## src/logic/cmc_regs.vh

```
// Register offsets, field positions, reset values and timing counts of the CAN main mode control block.
`ifndef CMC_REGS_VH
`define CMC_REGS_VH
`define CMC_ADDR_W          8
`define CMC_MAIN_CTRL_OFS   8'h00
`define CMC_MAIN_STAT_OFS   8'h04
`define CMC_CTRL_RESET      32'h00010002
`define CMC_CTRL_WMASK      32'h0001807F
`define CMC_BIT_INIT        0
`define CMC_BIT_SLEEP       1
`define CMC_BIT_TXPRIO      2
`define CMC_BIT_RXLOCK      3
`define CMC_BIT_NORETX      4
`define CMC_BIT_AUTOWAKE    5
`define CMC_BIT_AUTOBOFF    6
`define CMC_BIT_SRST        15
`define CMC_BIT_DBGFRZ      16
`define CMC_BIT_INITACK     0
`define CMC_BIT_SLEEPACK    1
`define CMC_BIT_BUSOFF      2
`define CMC_RECESSIVE_RUN   4'hB
`define CMC_RECOVERY_RUNS   8'h80
`define CMC_SRST_CYCLES     3'h4
`endif

```

## src/logic/cmc_run_counter.v

```verilog
// Counts runs of consecutive recessive bits to time the bus-off recovery.
`include "cmc_regs.vh"
module cmc_run_counter #(
   parameter RUN_LEN  = `CMC_RECESSIVE_RUN,
   parameter RUN_CNT  = `CMC_RECOVERY_RUNS
) (
   input  wire core_clk,     // Block clock.
   input  wire reset_n,      // Asynchronous reset, active low.
   input  wire clear,        // Restarts both counts.
   input  wire enable,       // Counting allowed.
   input  wire bitTick,      // One pulse per bit time.
   input  wire rxLevel,      // Sampled bus level, high is recessive.
   output reg  done_ff       // Enough recessive runs seen.
);
   reg  [3:0] bitCnt_ff;
   reg  [7:0] runCnt_ff;
   // Last counts of a run and of the run total, cut to the counter widths on purpose.
   localparam [3:0] LAST_BIT = RUN_LEN - 1;
   localparam [7:0] LAST_RUN = RUN_CNT - 1;
   wire       runEnd = (bitCnt_ff == LAST_BIT);

   always @(posedge core_clk or negedge reset_n) begin
      if (!reset_n) begin
         bitCnt_ff <= 4'h0;
         runCnt_ff <= 8'h00;
         done_ff   <= 1'b0;
      end else if (clear || !enable) begin
         bitCnt_ff <= 4'h0;
         runCnt_ff <= 8'h00;
         done_ff   <= 1'b0;
      end else if (bitTick && !done_ff) begin
         // A dominant bit restarts the current run only.
         if (!rxLevel) begin
            bitCnt_ff <= 4'h0;
         end else if (runEnd) begin
            bitCnt_ff <= 4'h0;
            runCnt_ff <= runCnt_ff + 8'h01;
            if (runCnt_ff == LAST_RUN) begin
               done_ff <= 1'b1;
            end
         end else begin
            bitCnt_ff <= bitCnt_ff + 4'h1;
         end
      end
   end
endmodule

```

## src/logic/cmc_main_mode_control.v

```verilog
// Main mode control of the CAN controller: control register, mode sequencing and bus-off recovery.
`include "cmc_regs.vh"
module cmc_main_mode_control #(
   parameter ADDR_W   = `CMC_ADDR_W,
   parameter RUN_LEN  = `CMC_RECESSIVE_RUN,
   parameter RUN_CNT  = `CMC_RECOVERY_RUNS
) (
   input  wire              core_clk,        // Block clock, 250 MHz.
   input  wire              reset_n,         // Asynchronous reset, active low.
   input  wire [ADDR_W-1:0] regAddr,         // Register byte address.
   input  wire [31:0]       regWdata,        // Write data.
   input  wire              regWr,           // Write strobe.
   input  wire              regRd,           // Read strobe.
   output reg  [31:0]       regRdata_ff,     // Read data, valid the cycle after a read.
   input  wire              bitTick,         // One pulse per bus bit time.
   input  wire              rxLevel,         // Sampled receive pin, high is recessive.
   input  wire              frameStart,      // Start of frame seen on the receive input.
   input  wire              busOffEnter,     // Error logic reports entry to bus-off.
   input  wire              coreHalted,      // CPU halted for debugging.
   input  wire              busIdle,         // Protocol engine idle, safe to change mode.
   output reg               txPrioOrder_ff,  // High: send by request order, low: by identifier.
   output reg               rxOverrunLock_ff,// High: discard new frame on overrun.
   output reg               retxDisable_ff,  // High: attempt each frame once.
   output reg               busEnable_ff,    // High: protocol engine may use the bus.
   output reg               coreReset_ff,    // High: controller core held in reset.
   output reg               initModeAck_ff,  // In initialization mode.
   output reg               sleepModeAck_ff, // In sleep mode.
   output reg               busOff_ff        // In bus-off.
);
   localparam ST_SLEEP = 2'b00;
   localparam ST_INIT  = 2'b01;
   localparam ST_RUN   = 2'b10;

   reg  [31:0] ctrl_ff;
   reg  [31:0] nxt_ctrl;
   reg  [1:0]  state_ff;
   reg  [1:0]  nxt_state;
   reg  [2:0]  srstCnt_ff;
   reg         initSeen_ff;
   reg         initCleared_ff;
   wire        recoverDone;

   function isAddr;
      input [ADDR_W-1:0] a;
      input [ADDR_W-1:0] ofs;
      begin
         isAddr = (a == ofs);
      end
   endfunction

   wire wrCtrl   = regWr && isAddr(regAddr, `CMC_MAIN_CTRL_OFS);
   wire init_mode_request  = ctrl_ff[`CMC_BIT_INIT];
   wire sleep_mode_request = ctrl_ff[`CMC_BIT_SLEEP];
   wire autoWake = ctrl_ff[`CMC_BIT_AUTOWAKE];
   wire autoBoff = ctrl_ff[`CMC_BIT_AUTOBOFF];
   wire srstBusy = (srstCnt_ff != 3'h0);
   // Frozen while the core is halted with freeze set; registers stay reachable.
   wire busEnableFrozen = ctrl_ff[`CMC_BIT_DBGFRZ] && coreHalted;

   // Control register; a hardware wake clear beats a software write of the same cycle.
   always @* begin
      nxt_ctrl = ctrl_ff;
      if (wrCtrl) begin
         nxt_ctrl = regWdata & `CMC_CTRL_WMASK;
      end
      if (autoWake && sleepModeAck_ff && frameStart) begin
         nxt_ctrl[`CMC_BIT_SLEEP] = 1'b0;
      end
      if (srstBusy) begin
         nxt_ctrl = `CMC_CTRL_RESET;
         nxt_ctrl[`CMC_BIT_SRST] = (srstCnt_ff != 3'h1);
      end
   end

   always @(posedge core_clk or negedge reset_n) begin
      if (!reset_n) begin
         ctrl_ff    <= `CMC_CTRL_RESET;
         srstCnt_ff <= 3'h0;
      end else begin
         ctrl_ff <= nxt_ctrl;
         // Soft reset holds the core for a few cycles then drops the bit by itself.
         if (srstBusy) begin
            srstCnt_ff <= srstCnt_ff - 3'h1;
         end else if (wrCtrl && regWdata[`CMC_BIT_SRST]) begin
            srstCnt_ff <= `CMC_SRST_CYCLES;
         end
      end
   end

   // Mode sequencing; init has priority over sleep, only changes out of normal mode wait for an idle bus.
   always @* begin
      nxt_state = state_ff;
      case (state_ff)
         ST_SLEEP: begin
            if (init_mode_request) begin
               nxt_state = ST_INIT;
            end else if (!sleep_mode_request) begin
               nxt_state = ST_RUN;
            end
         end
         ST_INIT: begin
            if (!init_mode_request) begin
               nxt_state = sleep_mode_request ? ST_SLEEP : ST_RUN;
            end
         end
         ST_RUN: begin
            if (init_mode_request && busIdle) begin
               nxt_state = ST_INIT;
            end else if (sleep_mode_request && busIdle) begin
               nxt_state = ST_SLEEP;
            end
         end
         default: begin
            nxt_state = ST_SLEEP;
         end
      endcase
      if (srstBusy) begin
         nxt_state = ST_SLEEP;
      end
   end

   always @(posedge core_clk or negedge reset_n) begin
      if (!reset_n) begin
         state_ff <= ST_SLEEP;
      end else begin
         state_ff <= nxt_state;
      end
   end

   // Manual recovery: an init request must be set and later cleared while bus-off.
   always @(posedge core_clk or negedge reset_n) begin
      if (!reset_n) begin
         busOff_ff      <= 1'b0;
         initSeen_ff    <= 1'b0;
         initCleared_ff <= 1'b0;
      end else if (srstBusy) begin
         busOff_ff      <= 1'b0;
         initSeen_ff    <= 1'b0;
         initCleared_ff <= 1'b0;
      end else begin
         if (busOffEnter) begin
            busOff_ff <= 1'b1;
         end else if (recoverDone) begin
            busOff_ff <= 1'b0;
         end
         if (!busOff_ff) begin
            initSeen_ff    <= 1'b0;
            initCleared_ff <= 1'b0;
         end else if (init_mode_request) begin
            initSeen_ff <= 1'b1;
         end else if (initSeen_ff) begin
            initCleared_ff <= 1'b1;
         end
      end
   end

   cmc_run_counter #(
      .RUN_LEN (RUN_LEN),
      .RUN_CNT (RUN_CNT)
   ) uRunCounter (
      .core_clk (core_clk),
      .reset_n  (reset_n),
      .clear    (busOffEnter || srstBusy),
      .enable   (busOff_ff && (autoBoff || initCleared_ff) && !busEnableFrozen),
      .bitTick  (bitTick),
      .rxLevel  (rxLevel),
      .done_ff  (recoverDone)
   );

   always @(posedge core_clk or negedge reset_n) begin
      if (!reset_n) begin
         txPrioOrder_ff   <= 1'b0;
         rxOverrunLock_ff <= 1'b0;
         retxDisable_ff   <= 1'b0;
         busEnable_ff     <= 1'b0;
         coreReset_ff     <= 1'b0;
         initModeAck_ff   <= 1'b0;
         sleepModeAck_ff  <= 1'b1;
      end else begin
         txPrioOrder_ff   <= ctrl_ff[`CMC_BIT_TXPRIO];
         rxOverrunLock_ff <= ctrl_ff[`CMC_BIT_RXLOCK];
         retxDisable_ff   <= ctrl_ff[`CMC_BIT_NORETX];
         busEnable_ff     <= (state_ff == ST_RUN) && !busEnableFrozen && !srstBusy;
         coreReset_ff     <= srstBusy;
         initModeAck_ff   <= (state_ff == ST_INIT);
         sleepModeAck_ff  <= (state_ff == ST_SLEEP);
      end
   end

   // Read port; unmapped addresses read zero.
   always @(posedge core_clk or negedge reset_n) begin
      if (!reset_n) begin
         regRdata_ff <= 32'h00000000;
      end else if (regRd) begin
         if (isAddr(regAddr, `CMC_MAIN_CTRL_OFS)) begin
            regRdata_ff <= ctrl_ff & `CMC_CTRL_WMASK;
         end else if (isAddr(regAddr, `CMC_MAIN_STAT_OFS)) begin
            regRdata_ff <= {29'h00000000, busOff_ff, sleepModeAck_ff, initModeAck_ff};
         end else begin
            regRdata_ff <= 32'h00000000;
         end
      end else begin
         regRdata_ff <= 32'h00000000;
      end
   end
endmodule

```

## config.mk

```make
export PLATFORM = sky130hd
export DESIGN_NAME = cmc_main_mode_control
export DESIGN_NICKNAME = d
export VERILOG_FILES = /design/src/logic/cmc_run_counter.v /design/src/logic/cmc_main_mode_control.v
export VERILOG_INCLUDE_DIRS = /design/src /design/src/logic
export SDC_FILE = /design/constraint.sdc
export NUM_CORES = 1
export LEC_CHECK = 0
export ABC_AREA = 1
export BUFFER_PORTS_ARGS = -buffer_cell sky130_fd_sc_hd__clkbuf_2
export CAP_MARGIN = 10
export CORE_MARGIN = 2
export CORE_UTILIZATION = 49
export CTS_CLUSTER_SIZE = 16
export DETAILED_ROUTE_END_ITERATION = 8
export HOLD_SLACK_MARGIN = 0.03
export PLACE_DENSITY = 0.81
export SETUP_SLACK_MARGIN = 0.15
export SLEW_MARGIN = 25
export SYNTH_ARGS = -nofsm -noshare
export SYNTH_HDL_FRONTEND = slang
export SYNTH_SLANG_ARGS = --single-unit
```

## constraint.sdc

```tcl
create_clock -name core_clk -period 1.5 [get_ports core_clk]
set_input_delay 0.075 -clock core_clk [delete_from_list [all_inputs] [get_ports core_clk]]
set_output_delay 0.075 -clock core_clk [all_outputs]
set_load 0.05 [all_outputs]
```

[After elaboration in Yosys (flattened, before gate mapping)]
Index checks and enable logic that the tools add are counted.
Storage, ports and cells
  flip-flop bits (word level): 77
  bits of input ports: 50
  output and inout port bits: 40
Operators by class
  $add $sub $neg: 3
  equality and inequality tests: 12
  muxes and demuxes: 39
  reduce and logical (&&, ||, !) cells: 34
Operators by type and width (number)
  $mux W17: 3
  $mux W32: 1
  $mux W8: 4
  $mux W1: 16
  $mux W4: 4
  $mux W2: 7
  $logic_and A1 B1 Y1: 12
  $reduce_bool A2 Y1: 6
  $mux W3: 3
  $ne A3 B1 Y1 const B: 3
  $reduce_bool A3 Y1: 3
  $add A8 B1 Y8 const B: 1
  $eq A8 B3 Y1 const B: 1
  $eq A8 B7 Y1 const B: 1
  $logic_not A8 Y1: 1
  $ne A4 B4 Y1 const B: 2
  $pmux W2 S3: 1
  $reduce_and A3 Y1: 2
  $add A4 B1 Y4 const B: 1
  $eq A4 B4 Y1 const B: 1
  $logic_not A1 Y1: 4
  $reduce_and A4 Y1: 1
  $logic_or A1 B1 Y1: 3
  $ne A3 B2 Y1 const B: 1
  other kinds (6): 6

[Logic depth before layout (Yosys ltp)]
Gate-level depths: netlist (run 1).
  word-level depth: 7
  gate-level depth with buffers: 8
  depth with buffers taken out: 8

[Hierarchy]
Synthesis (run 1) repeated with hierarchy kept, for this count alone.
Unflattened totals
  cells, all modules: 299
  area, all modules: 2508.7 sq um
By module, submodules not included
  cmc_main_mode_control: times used 1, cells an instance 186, area an instance 1654.1 sq um
  cmc_run_counter: times used 1, cells an instance 113, area an instance 854.6 sq um

[Worst setup path before layout (run 1)]
Ideal clock, no wire load.
  path type: register to register
  from: register busOff_ff
  to: register uRunCounter.runCnt_ff[4]
  setup time: 0.076 ns
  data arrival time: 1.342 ns
  required time: 1.424 ns
  setup slack: 0.082 ns
  stages on the path, launching flop included: 8
  buffers on the path: 1
  clock period less this slack: 1.418 ns
  cells stage by stage: dfrtp_1 -> inv_1 -> nor2_1 -> nand2_1 -> nor2_4 -> buf_6 -> nand4_1 -> o21ai_1
Between the ends
  word-level cells in the longest chain between the ends: 6
  elaborated cells on any way between the ends: 9
RTL lines
  start: declaration: line cmc_main_mode_control.v:28  | output reg busOff_ff
  start signal: assignment: line cmc_main_mode_control.v:133  | busOff_ff <= 1'b0;
  start signal: assignment: line cmc_main_mode_control.v:137  | busOff_ff <= 1'b0;
  start signal: assignment: line cmc_main_mode_control.v:142  | busOff_ff <= 1'b1;
  $logic_and A1 B1 Y1 * (2 in series): line cmc_main_mode_control.v:164  | .enable (busOff_ff && (autoBoff || initCleared_ff) && !busEnableFrozen),
  $logic_not A1 Y1 *: line cmc_run_counter.v:27  | end else if (clear || !enable) begin
  $logic_or A1 B1 Y1 *: line cmc_run_counter.v:27
  $reduce_bool A2 Y1 (no source line)
  $reduce_and A3 Y1 (no source line)
  end signal: assignment: line cmc_run_counter.v:37  | runCnt_ff <= runCnt_ff + 8'h01;
  end: declaration: line cmc_run_counter.v:16  | reg [7:0] runCnt_ff;
Every way passes the cells marked *; elsewhere a longest branch is shown, timed or not.
A chain may end at the register's enable or synchronous reset.

[Worst setup path after layout (run 1)]
  from: register srstCnt_ff[1]
  to: register uRunCounter.runCnt_ff[5]
Between the ends
  word-level cells in the longest chain between the ends: 5
  elaborated cells on any way between the ends: 8
RTL lines
  start: declaration: line cmc_main_mode_control.v:38  | reg [2:0] srstCnt_ff;
  start signal: assignment: line cmc_main_mode_control.v:83  | srstCnt_ff <= srstCnt_ff - 3'h1;
  start signal: assignment: line cmc_main_mode_control.v:85  | srstCnt_ff <= `CMC_SRST_CYCLES;
  $reduce_bool A3 Y1 *: line cmc_main_mode_control.v:56  | wire srstBusy = (srstCnt_ff != 3'h0);
  $logic_or A1 B1 Y1 *: line cmc_main_mode_control.v:163  | .clear (busOffEnter || srstBusy),
  $logic_or A1 B1 Y1 *: line cmc_run_counter.v:27
  $reduce_bool A2 Y1 (no source line)
  $reduce_and A3 Y1 (no source line)
Marks and branches as above.

==> PnR_summary.wiki, run 1 <==
{| class="wikitable"
! Metric !! Value
|-
| Root Buffer Master || clkbuf_8
|-
| Routed vias || ~1900
|-
| Worst-path clk slew || roughly 90 ps
|-
| Maximum count of clock buffers along a single path || 2
|-
| Worst hold slack || slightly below 50 ps
|-
| PortBufs || 43
|-
| Core region area || around 4600 µm²
|-
| Total power per unit cell area || slightly above 1000 nW/µm²
|-
| Maximum fanout along the worst path || 7
|-
| Worst voltage drop across the vdd grid || 0.488 mV
|-
| Shortest period the worst path allows || around 1300 ps
|-
| Total negative setup slack || 0 ps
|-
| First-pass GRT wire length || 7270 µm
|-
| Post-layout net count || around 400
|-
| Number of antenna violations at the first check in global routing || 0
|-
| Proportion of netlist area held by the largest area contributor || 46.5%
|-
| GR Util All Layers || 17.6%
|-
| GRT overflow || 0
|-
| Sum of net half-perimeters after detailed placement || 3170 µm
|-
| Worst stage delay on the critical path || approximately 420 ps
|-
| Critical hold path startpoint || regWdata[1]
|-
| Data arrival at the endpoint of the critical path || approximately 1500 ps
|-
| Nature of the critical path endpoint || register
|-
| Area enclosed by the die boundary || between 5000 and 6000 µm²
|-
| Sequential element share of the synthesized area || between 40% and 50%
|-
| Slowest cell on the critical path || dfrtp_1
|-
| Synth warnings || 0
|-
| Initial Utilization || 50.0%
|-
| Final setup skew || a little over 7 ps
|-
| Top FF cell, synth || dfrtp_1
|-
| Die width || roughly 73 µm
|-
| Layout filler cell count || 397
|-
| Share of the synthesized area in compound gates (AO/OA/AOI/OAI) || under 10%
|-
| Detailed Route Iter0 Violations || slightly below 100
|-
| Sinks on the clock net || 46
|-
| Worst-margin pin slew || approximately 570 ps
|-
| FF+latch count, synth || 46
|-
| Number of search-and-repair iterations in the first detailed-routing pass || 4
|-
| Final setup violation count || 0
|-
| CP cell instances || nor2_4 -> nand3_2 -> nor2_4 -> buf_4 -> nand2_4 -> nor2_1 -> a21oi_1
|-
| Post-synthesis cell type with the largest combined area || dfrtp_1
|-
| Proportion of layout cells with a drive suffix above 1 || about 26%
|-
| Total inserted antenna cells || 0
|-
| Logic gate share of total power || 21.0%
|-
| CTS tree || yes
|-
| Area delta synth->final || 23.6%
|-
| Number of maximum-capacitance constraint violations || 0
|-
| Category of the most critical setup path || reg -> reg
|-
| Run status || finished, final reports clean
|-
| Synthesized area per cell || 8.39 µm²
|-
| Count of unique library cells instantiated by Yosys || 27
|-
| Post-route ant nets || 0
|-
| Rel. slew slack || 62.0%
|-
| Peak clock frequency supported by timing || 0.767 GHz
|-
| DRC || 0
|-
| Number of synthesized flops with an enable pin || 0
|-
| Post-synthesis xor/xnor area fraction || 0%
|-
| Launching point of the worst reg2reg path || srstCnt_ff[1]$_DFFE_PN0P_
|-
| Internal Power || between 2 and 2.5 mW
|-
| H-tree levels || 2
|-
| Leak Pwr || roughly 1.5 nW
|-
| WL per Instance || ~11 µm
|-
| Routed via count divided by cell count || 4.81
|-
| Most frequent CP cell || nor2_4
|-
| Final max-slew violation count || 0
|-
| Largest family of logic cells by synthesized area || simple AND/OR/NAND/NOR gates
|-
| Most common cell in the netlist || nand2_1
|-
| Fraction of power consumed by the clock network || a little under a third
|-
| Total design power || 2.97 mW
|-
| Largest net degree at the start of global routing || between 40 and 50
|-
| Top cells by count, synth || nand2_1, dfrtp_1, nand3_1
|-
| Worst setup path startpoint || srstCnt_ff[1]$_DFFE_PN0P_
|-
| Ranking of synthesized cells by area || dfrtp_1, nand2_1, buf_4
|-
| Final critical-path share of the clock period || 86.9%
|-
| Post-synthesis share of cell area spent on and, or, nand and nor gates || between 20 and 30%
|-
| Share of the core filled with cells || between 60% and 70%
|-
| Ports placed on the boundary || 90
|-
| Share of async-settable or async-resettable flops after synthesis || between 90% and 100%
|-
| Post-synthesis share of cell area spent on full adders, half adders and majority gates || between 1.5 and 2%
|-
| P_sw || roughly 0.93 mW
|-
| Power share of the sequential group || between 40% and 50%
|-
| Final wirelength || 4510 µm
|-
| GP Congestion || between 0.8 and 0.9
|-
| Number of global-route vias before repair || approximately 1800
|-
| Cts bufs inserted || 5
|-
| Startpoint type of the worst setup path || register
|-
| Switching part of the total power || 31.3%
|-
| Worst Path Required || around 1700 ps
|-
| Number of rows in the core area || 25
|-
| Clock latency on the worst-skew pair || around 300 ps
|-
| Multiplexer fraction of the synthesized cell area || 0%
|-
| Final Hold Fails || 0
|-
| Post-synthesis instance area || approximately 2300 µm²
|-
| Cell count after synthesis || around 280
|-
| Min-Delay Path Class || in -> reg
|-
| RSZ-0062 raised after global routing || true
|-
| Die Y || around 73 µm
|}
## final cells by class
| type | instances | area (µm²) | share of cell area [%] |
|---|---|---|---|
| inverter | 31 | 121 | 4.24 |
| sequential | 46 | 1160 | 40.4 |
| multi-input combinational | 194 | 956 | 33.4 |
| clock inverter | 2 | 37.5 | 1.31 |
| tap | 54 | 67.6 | 2.36 |
| timing repair buffer | 71 | 450 | 15.7 |
| clock buffer | 6 | 72.6 | 2.54 |
## sequential cells by signal (all words and copies together), names as in the netlist
register	count
busOff_ff	1
uRunCounter.done_ff	1
txPrioOrder_ff	1
initCleared_ff	1
uRunCounter.runCnt_ff	8
regRdata_ff	9
retxDisable_ff	1
busEnable_ff	1
state_ff	2
initSeen_ff	1
ctrl_ff	9
uRunCounter.bitCnt_ff	4
initModeAck_ff	1
rxOverrunLock_ff	1
sleepModeAck_ff	1
srstCnt_ff	3
coreReset_ff	1
## cells in the final DEF, fill, tap and decap left out, types with 10 or more instances in the layout
| cell | n |
|---|---|
| dfrtp_1 | 42 |
| conb_1 | 23 |
| nor2_1 | 26 |
| nand3_1 | 30 |
| nand2_1 | 59 |
| o21ai_0 | 12 |
| clkbuf_2 | 43 |
| dlygate4sd3_1 | 10 |
| buf_4 | 18 |
| inv_1 | 29 |
## metrics by stage
stage	worst slack (ps)	cell area (µm²)	cells
final	196	2860	404
after global routing	116	2860	404
after CTS	133	2760	395
after detailed placement	52.9	2520	374
after global placement	94.0	2520	374
after floorplan	222	2400	298
## worst max-delay path, delay by kind of cell (launching register included)
family                 cells  cell delay, ps
AO/OA/AOI/OAI              1              50
buffers and inverters      1             150
flip-flops                 1             420
AND/OR/NAND/NOR            5             590
## path summary, 6_finish.rpt
path,end,slack [ps],depth (start not counted)
setup / recovery,uRunCounter.runCnt_ff[5]$_DFFE_PN0P_,200,7
min in group asynchronous,regRdata_ff[15]$_DFF_PN0_,390,3
setup reg to reg,uRunCounter.runCnt_ff[5]$_DFFE_PN0P_,200,7
hold / removal,ctrl_ff[1]$_DFFE_PN1P_,50,5
hold reg to reg,rxOverrunLock_ff$_DFF_PN0_,410,0
max in group asynchronous,busOff_ff$_DFFE_PN0P_,690,3
## logic make-up (layout without fill, tap and decap cells)
kind of cell | after synthesis | count (layout)
DFF | 46 | 46
AOI/OAI and AO/OA | 26 | 26
other | 1 | 23
adders and majority gates | 3 | 3
buffers and inverters | 58 | 110
and+or+nand+nor | 142 | 142
## routing by layer
layer / track usage (%) / part of all wire, % / routed length [µm] / up-vias
li1: - / - / - / 981
met1: 20.1 / 42 / 1910 / 902
met2: 32.2 / 51 / 2320 / 55
met3: 4.56 / 5.1 / 230 / 5
met4: 4.94 / 1.1 / 51 / 0
met5: 0 / 0 / 0 / -
## power by group through the flow
stage	logic, mW	registers (mW)	clock network, mW
3_3_place_gp	0.562	1.45	0
5_1_grt	0.696	1.46	0.977
3_5_place_dp	0.574	1.46	0
2_1_floorplan	0.388	1.54	0
6_report	0.624	1.44	0.907
4_1_cts	0.609	1.44	0.933
## what timing repair did
action	CTS	global route
pin swaps	2	1
gates resized for setup	2	13
endpoints found under the hold margin	52	0
hold buffers	10	0
setup endpoints to repair	10	14
setup buffers	3	9
(Power assumes the default switching activity.)
==> inputs of run 2 (changes only) <==
--- a/config.mk
+++ b/config.mk
@@ -14,8 +14,8 @@
 export CTS_CLUSTER_SIZE = 16
 export DETAILED_ROUTE_END_ITERATION = 8
 export HOLD_SLACK_MARGIN = 0.03
-export PLACE_DENSITY = 0.81
-export SETUP_SLACK_MARGIN = 0.15
+export PLACE_DENSITY_LB_ADDON = 0.2
+export SKIP_LAST_GASP = 1
 export SLEW_MARGIN = 25
 export SYNTH_ARGS = -nofsm -noshare
 export SYNTH_HDL_FRONTEND = slang
==> run 2 against run 1 <==
  * Final cell count decreased by 2.2%
  * Maximum frequency decreased by 6.7%
  * Clock power increased by 19%
  * Hold slack improved by 12 ps
  * Cell area decreased by 2.2%
  * Sequential share of layout area increased by 0.86 points
  * Clock skew decreased by 3.9 ps
  * Routed wire length decreased by 3.8%
  * First-iteration DRC count decreased by 11%
  * Critical endpoint unchanged
  * Largest cell class unchanged
  * Core utilization decreased by 1.4 points
==> PnR_summary.wiki, run 2 (synthesis gave the netlist of run 1 again) <==
{| class="wikitable"
! Metric !! Value
|-
| GR Util All Layers || 18.1% (+0.50 points)
|-
| Logic gate share of total power || 19.1% (-1.9 points)
|-
| Fraction of power consumed by the clock network || 34.7% (+4.2 points)
|-
| Leak Pwr || 1.51 nW (-1.3%)
|-
| Total inserted antenna cells || 0 (unchanged)
|-
| Layout Cell Area excl Fill || 2800 µm² (-2.2%)
|-
| Run status || finished, final reports clean
|-
| Min-Delay Path Class || in -> reg
|-
| Final wirelength || 4340 µm (-3.8%)
|-
| Peak clock frequency supported by timing || 0.715 GHz (-6.7%)
|-
| Hold path depth || 5 (unchanged)
|-
| PortBufs || 43 (unchanged)
|-
| Layout filler cell count || 405 (+2.0%)
|-
| Maximum count of clock buffers along a single path || 2 (unchanged)
|-
| WL per Instance || 11.0 µm (-1.6%)
|-
| Setup slack after placement || 89.0 ps (+36.2 ps)
|-
| Total power per unit cell area || 1110 nW/µm² (+7.1%)
|-
| RSZ-0062 raised after global routing || true
|-
| Core region area || 4630 µm² (unchanged)
|-
| Category of the most critical setup path || reg -> reg
|-
| Worst hold slack || 59.7 ps (+11.7 ps)
|-
| Internal Power || 2.19 mW (+7.4%)
|-
| Number of search-and-repair iterations in the first detailed-routing pass || 4 (unchanged)
|-
| Worst Path Required || 1720 ps (+30 ps)
|-
| Final critical-path share of the clock period || 93.2% (+6.3 points)
|-
| Critical hold path startpoint || regWdata[1]
|-
| Largest net degree at the start of global routing || 47 (unchanged)
|-
| P_sw || 0.919 mW (-1.0%)
|-
| Final Hold Fails || 0 (unchanged)
|-
| Final setup violation count || 0 (unchanged)
|-
| Hold Path Sink || ctrl_ff[1]$_DFFE_PN1P_
|-
| Cell area after placement || 2540 µm² (+1.0%)
|-
| Die Y || 72.7 µm (unchanged)
|-
| Nature of the critical path endpoint || register
|-
| Worst voltage drop across the vdd grid || 0.619 mV (+27%)
|-
| Area delta synth->final || 20.9%
|-
| Initial Utilization || 50.0% (unchanged)
|-
| Shortest period the worst path allows || 1400 ps (+94.2 ps)
|-
| CTS tree || yes
|-
| Launching point of the worst reg2reg path || uRunCounter.bitCnt_ff[0]$_DFFE_PN0P_
|-
| GP Congestion || 0.805 (-3.7%)
|-
| Post-route ant nets || 0 (unchanged)
|-
| Area enclosed by the die boundary || 5290 µm² (unchanged)
|-
| Switching part of the total power || 29.5% (-1.7 points)
|-
| Reg2reg end || uRunCounter.runCnt_ff[5]$_DFFE_PN0P_
|-
| Detailed Route Iter0 Violations || 88 (-11%)
|-
| Largest registers || ctrl_ff x9, regRdata_ff x9, uRunCounter.runCnt_ff x8
|-
| Number of maximum-capacitance constraint violations || 0 (unchanged)
|-
| DRC || 0 (unchanged)
|-
| Routed via count divided by cell count || 4.79 (-0.41%)
|-
| Maximum fanout along the worst path || 6 (-1)
|-
| Cts bufs inserted || 5 (unchanged)
|-
| Total negative setup slack || 0 ps (unchanged)
|-
| Number of rows in the core area || 25 (unchanged)
|-
| Startpoint type of the worst setup path || register
|-
| First-pass GRT wire length || 7510 µm (+3.3%)
|-
| Number of global-route vias before repair || 1784 (+0.62%)
|-
| Sinks on the clock net || 46 (unchanged)
|-
| Worst setup margin || 102 ps (-94.2 ps)
|-
| Worst-path clk slew || 80 ps (about the same)
|-
| Sum of net half-perimeters after detailed placement || 3230 µm (+1.9%)
|-
| Post-layout net count || 393 (-2.2%)
|-
| Data arrival at the endpoint of the critical path || 1620 ps (+130 ps)
|-
| Final setup skew || 3.36 ps (-3.89 ps)
|-
| Number of antenna violations at the first check in global routing || 0 (unchanged)
|-
| Total design power || 3.11 mW (+4.8%)
|-
| Power share of the sequential group || 46.2% (-2.2 points)
|-
| Routed vias || 1892 (-2.6%)
|-
| Reg-to-reg setup timing slack || 100 ps (-90 ps)
|-
| H-tree levels || 2 (unchanged)
|-
| Most frequent cells in the layout || nand2_1, dfrtp_1, clkbuf_2
|-
| Final max-slew violation count || 0 (unchanged)
|-
| Commonest non-fill, non-tap cell in the layout || nand2_1
|-
| Worst Reg-to-Reg Cells || 8 (+1)
|-
| Ports placed on the boundary || 90 (unchanged)
|-
| Proportion of layout cells with a drive suffix above 1 || 22.3% (-3.4 points)
|-
| Root Buffer Master || clkbuf_8
|-
| Clock latency on the worst-skew pair || 290 ps (about the same)
|-
| Die width || 72.7 µm (unchanged)
|-
| GRT overflow || 0 (unchanged)
|}
[run 2: worst max-delay path, stage by stage, from the launching register on]
cell and delay (ps):
dfrtp_1 400, inv_1 90, ha_1 150, nand3_1 160, inv_1 130, nand2_2 90, nand2_2 130, nor2_1 50
a21oi_1 110
[run 2: per-stage QoR]
step,instances,util (%)
floorplan,298,-
global placement,376,55.0
detailed placement,376,55.0
CTS,394,60.1
global route,395,60.5
finish,395,60.5
[run 2: routing by layer]
metal	share of wire [%]	GRT usage (%)	wire (µm)
met5	0	0	0
met4	1.2	4.32	51
met3	5.3	4.28	231
met2	50	33.5	2160
met1	44	20.9	1890
[run 2: what timing repair did]
item / in CTS / in global routing
hold buffers: 10 / 0
gates resized for setup: 0 / 4
setup endpoints to repair: 0 / 8
setup buffers: 0 / 1
endpoints found under the hold margin: 55 / 0
[run 2: final cells by class]
class / instances / area, µm² / area share, %
clock buffers: 5 / 68.8 / 2.46
clock inverters: 3 / 68.8 / 2.46
inverters: 31 / 118 / 4.20
multi-input cells: 194 / 926 / 33.1
flip-flops and latches: 46 / 1150 / 41.3
well taps: 54 / 67.6 / 2.41
repair buffers: 62 / 395 / 14.1
[run 2: worst max path at each step]
stage                                               from                                    to  slack, ps  depth (start not counted)
floorplan                          busOff_ff$_DFFE_PN0P_  uRunCounter.runCnt_ff[4]$_DFFE_PN0P_         80                          7
global placement    uRunCounter.bitCnt_ff[0]$_DFFE_PN0P_  uRunCounter.runCnt_ff[6]$_DFFE_PN0P_        120                          8
detailed placement  uRunCounter.bitCnt_ff[0]$_DFFE_PN0P_  uRunCounter.runCnt_ff[5]$_DFFE_PN0P_         90                          8
CTS                 uRunCounter.bitCnt_ff[0]$_DFFE_PN0P_  uRunCounter.runCnt_ff[5]$_DFFE_PN0P_         70                          8
global route        uRunCounter.bitCnt_ff[0]$_DFFE_PN0P_  uRunCounter.runCnt_ff[5]$_DFFE_PN0P_        -60                          8
finish              uRunCounter.bitCnt_ff[0]$_DFFE_PN0P_  uRunCounter.runCnt_ff[5]$_DFFE_PN0P_        100                          8
[run 2: power groups by stage]
stage	logic, mW	registers, mW	clock network (mW)
finish	0.595	1.44	1.08
global route	0.669	1.45	1.16
CTS	0.595	1.44	1.12
detailed placement	0.571	1.46	0
global placement	0.565	1.45	0
floorplan	0.388	1.54	0
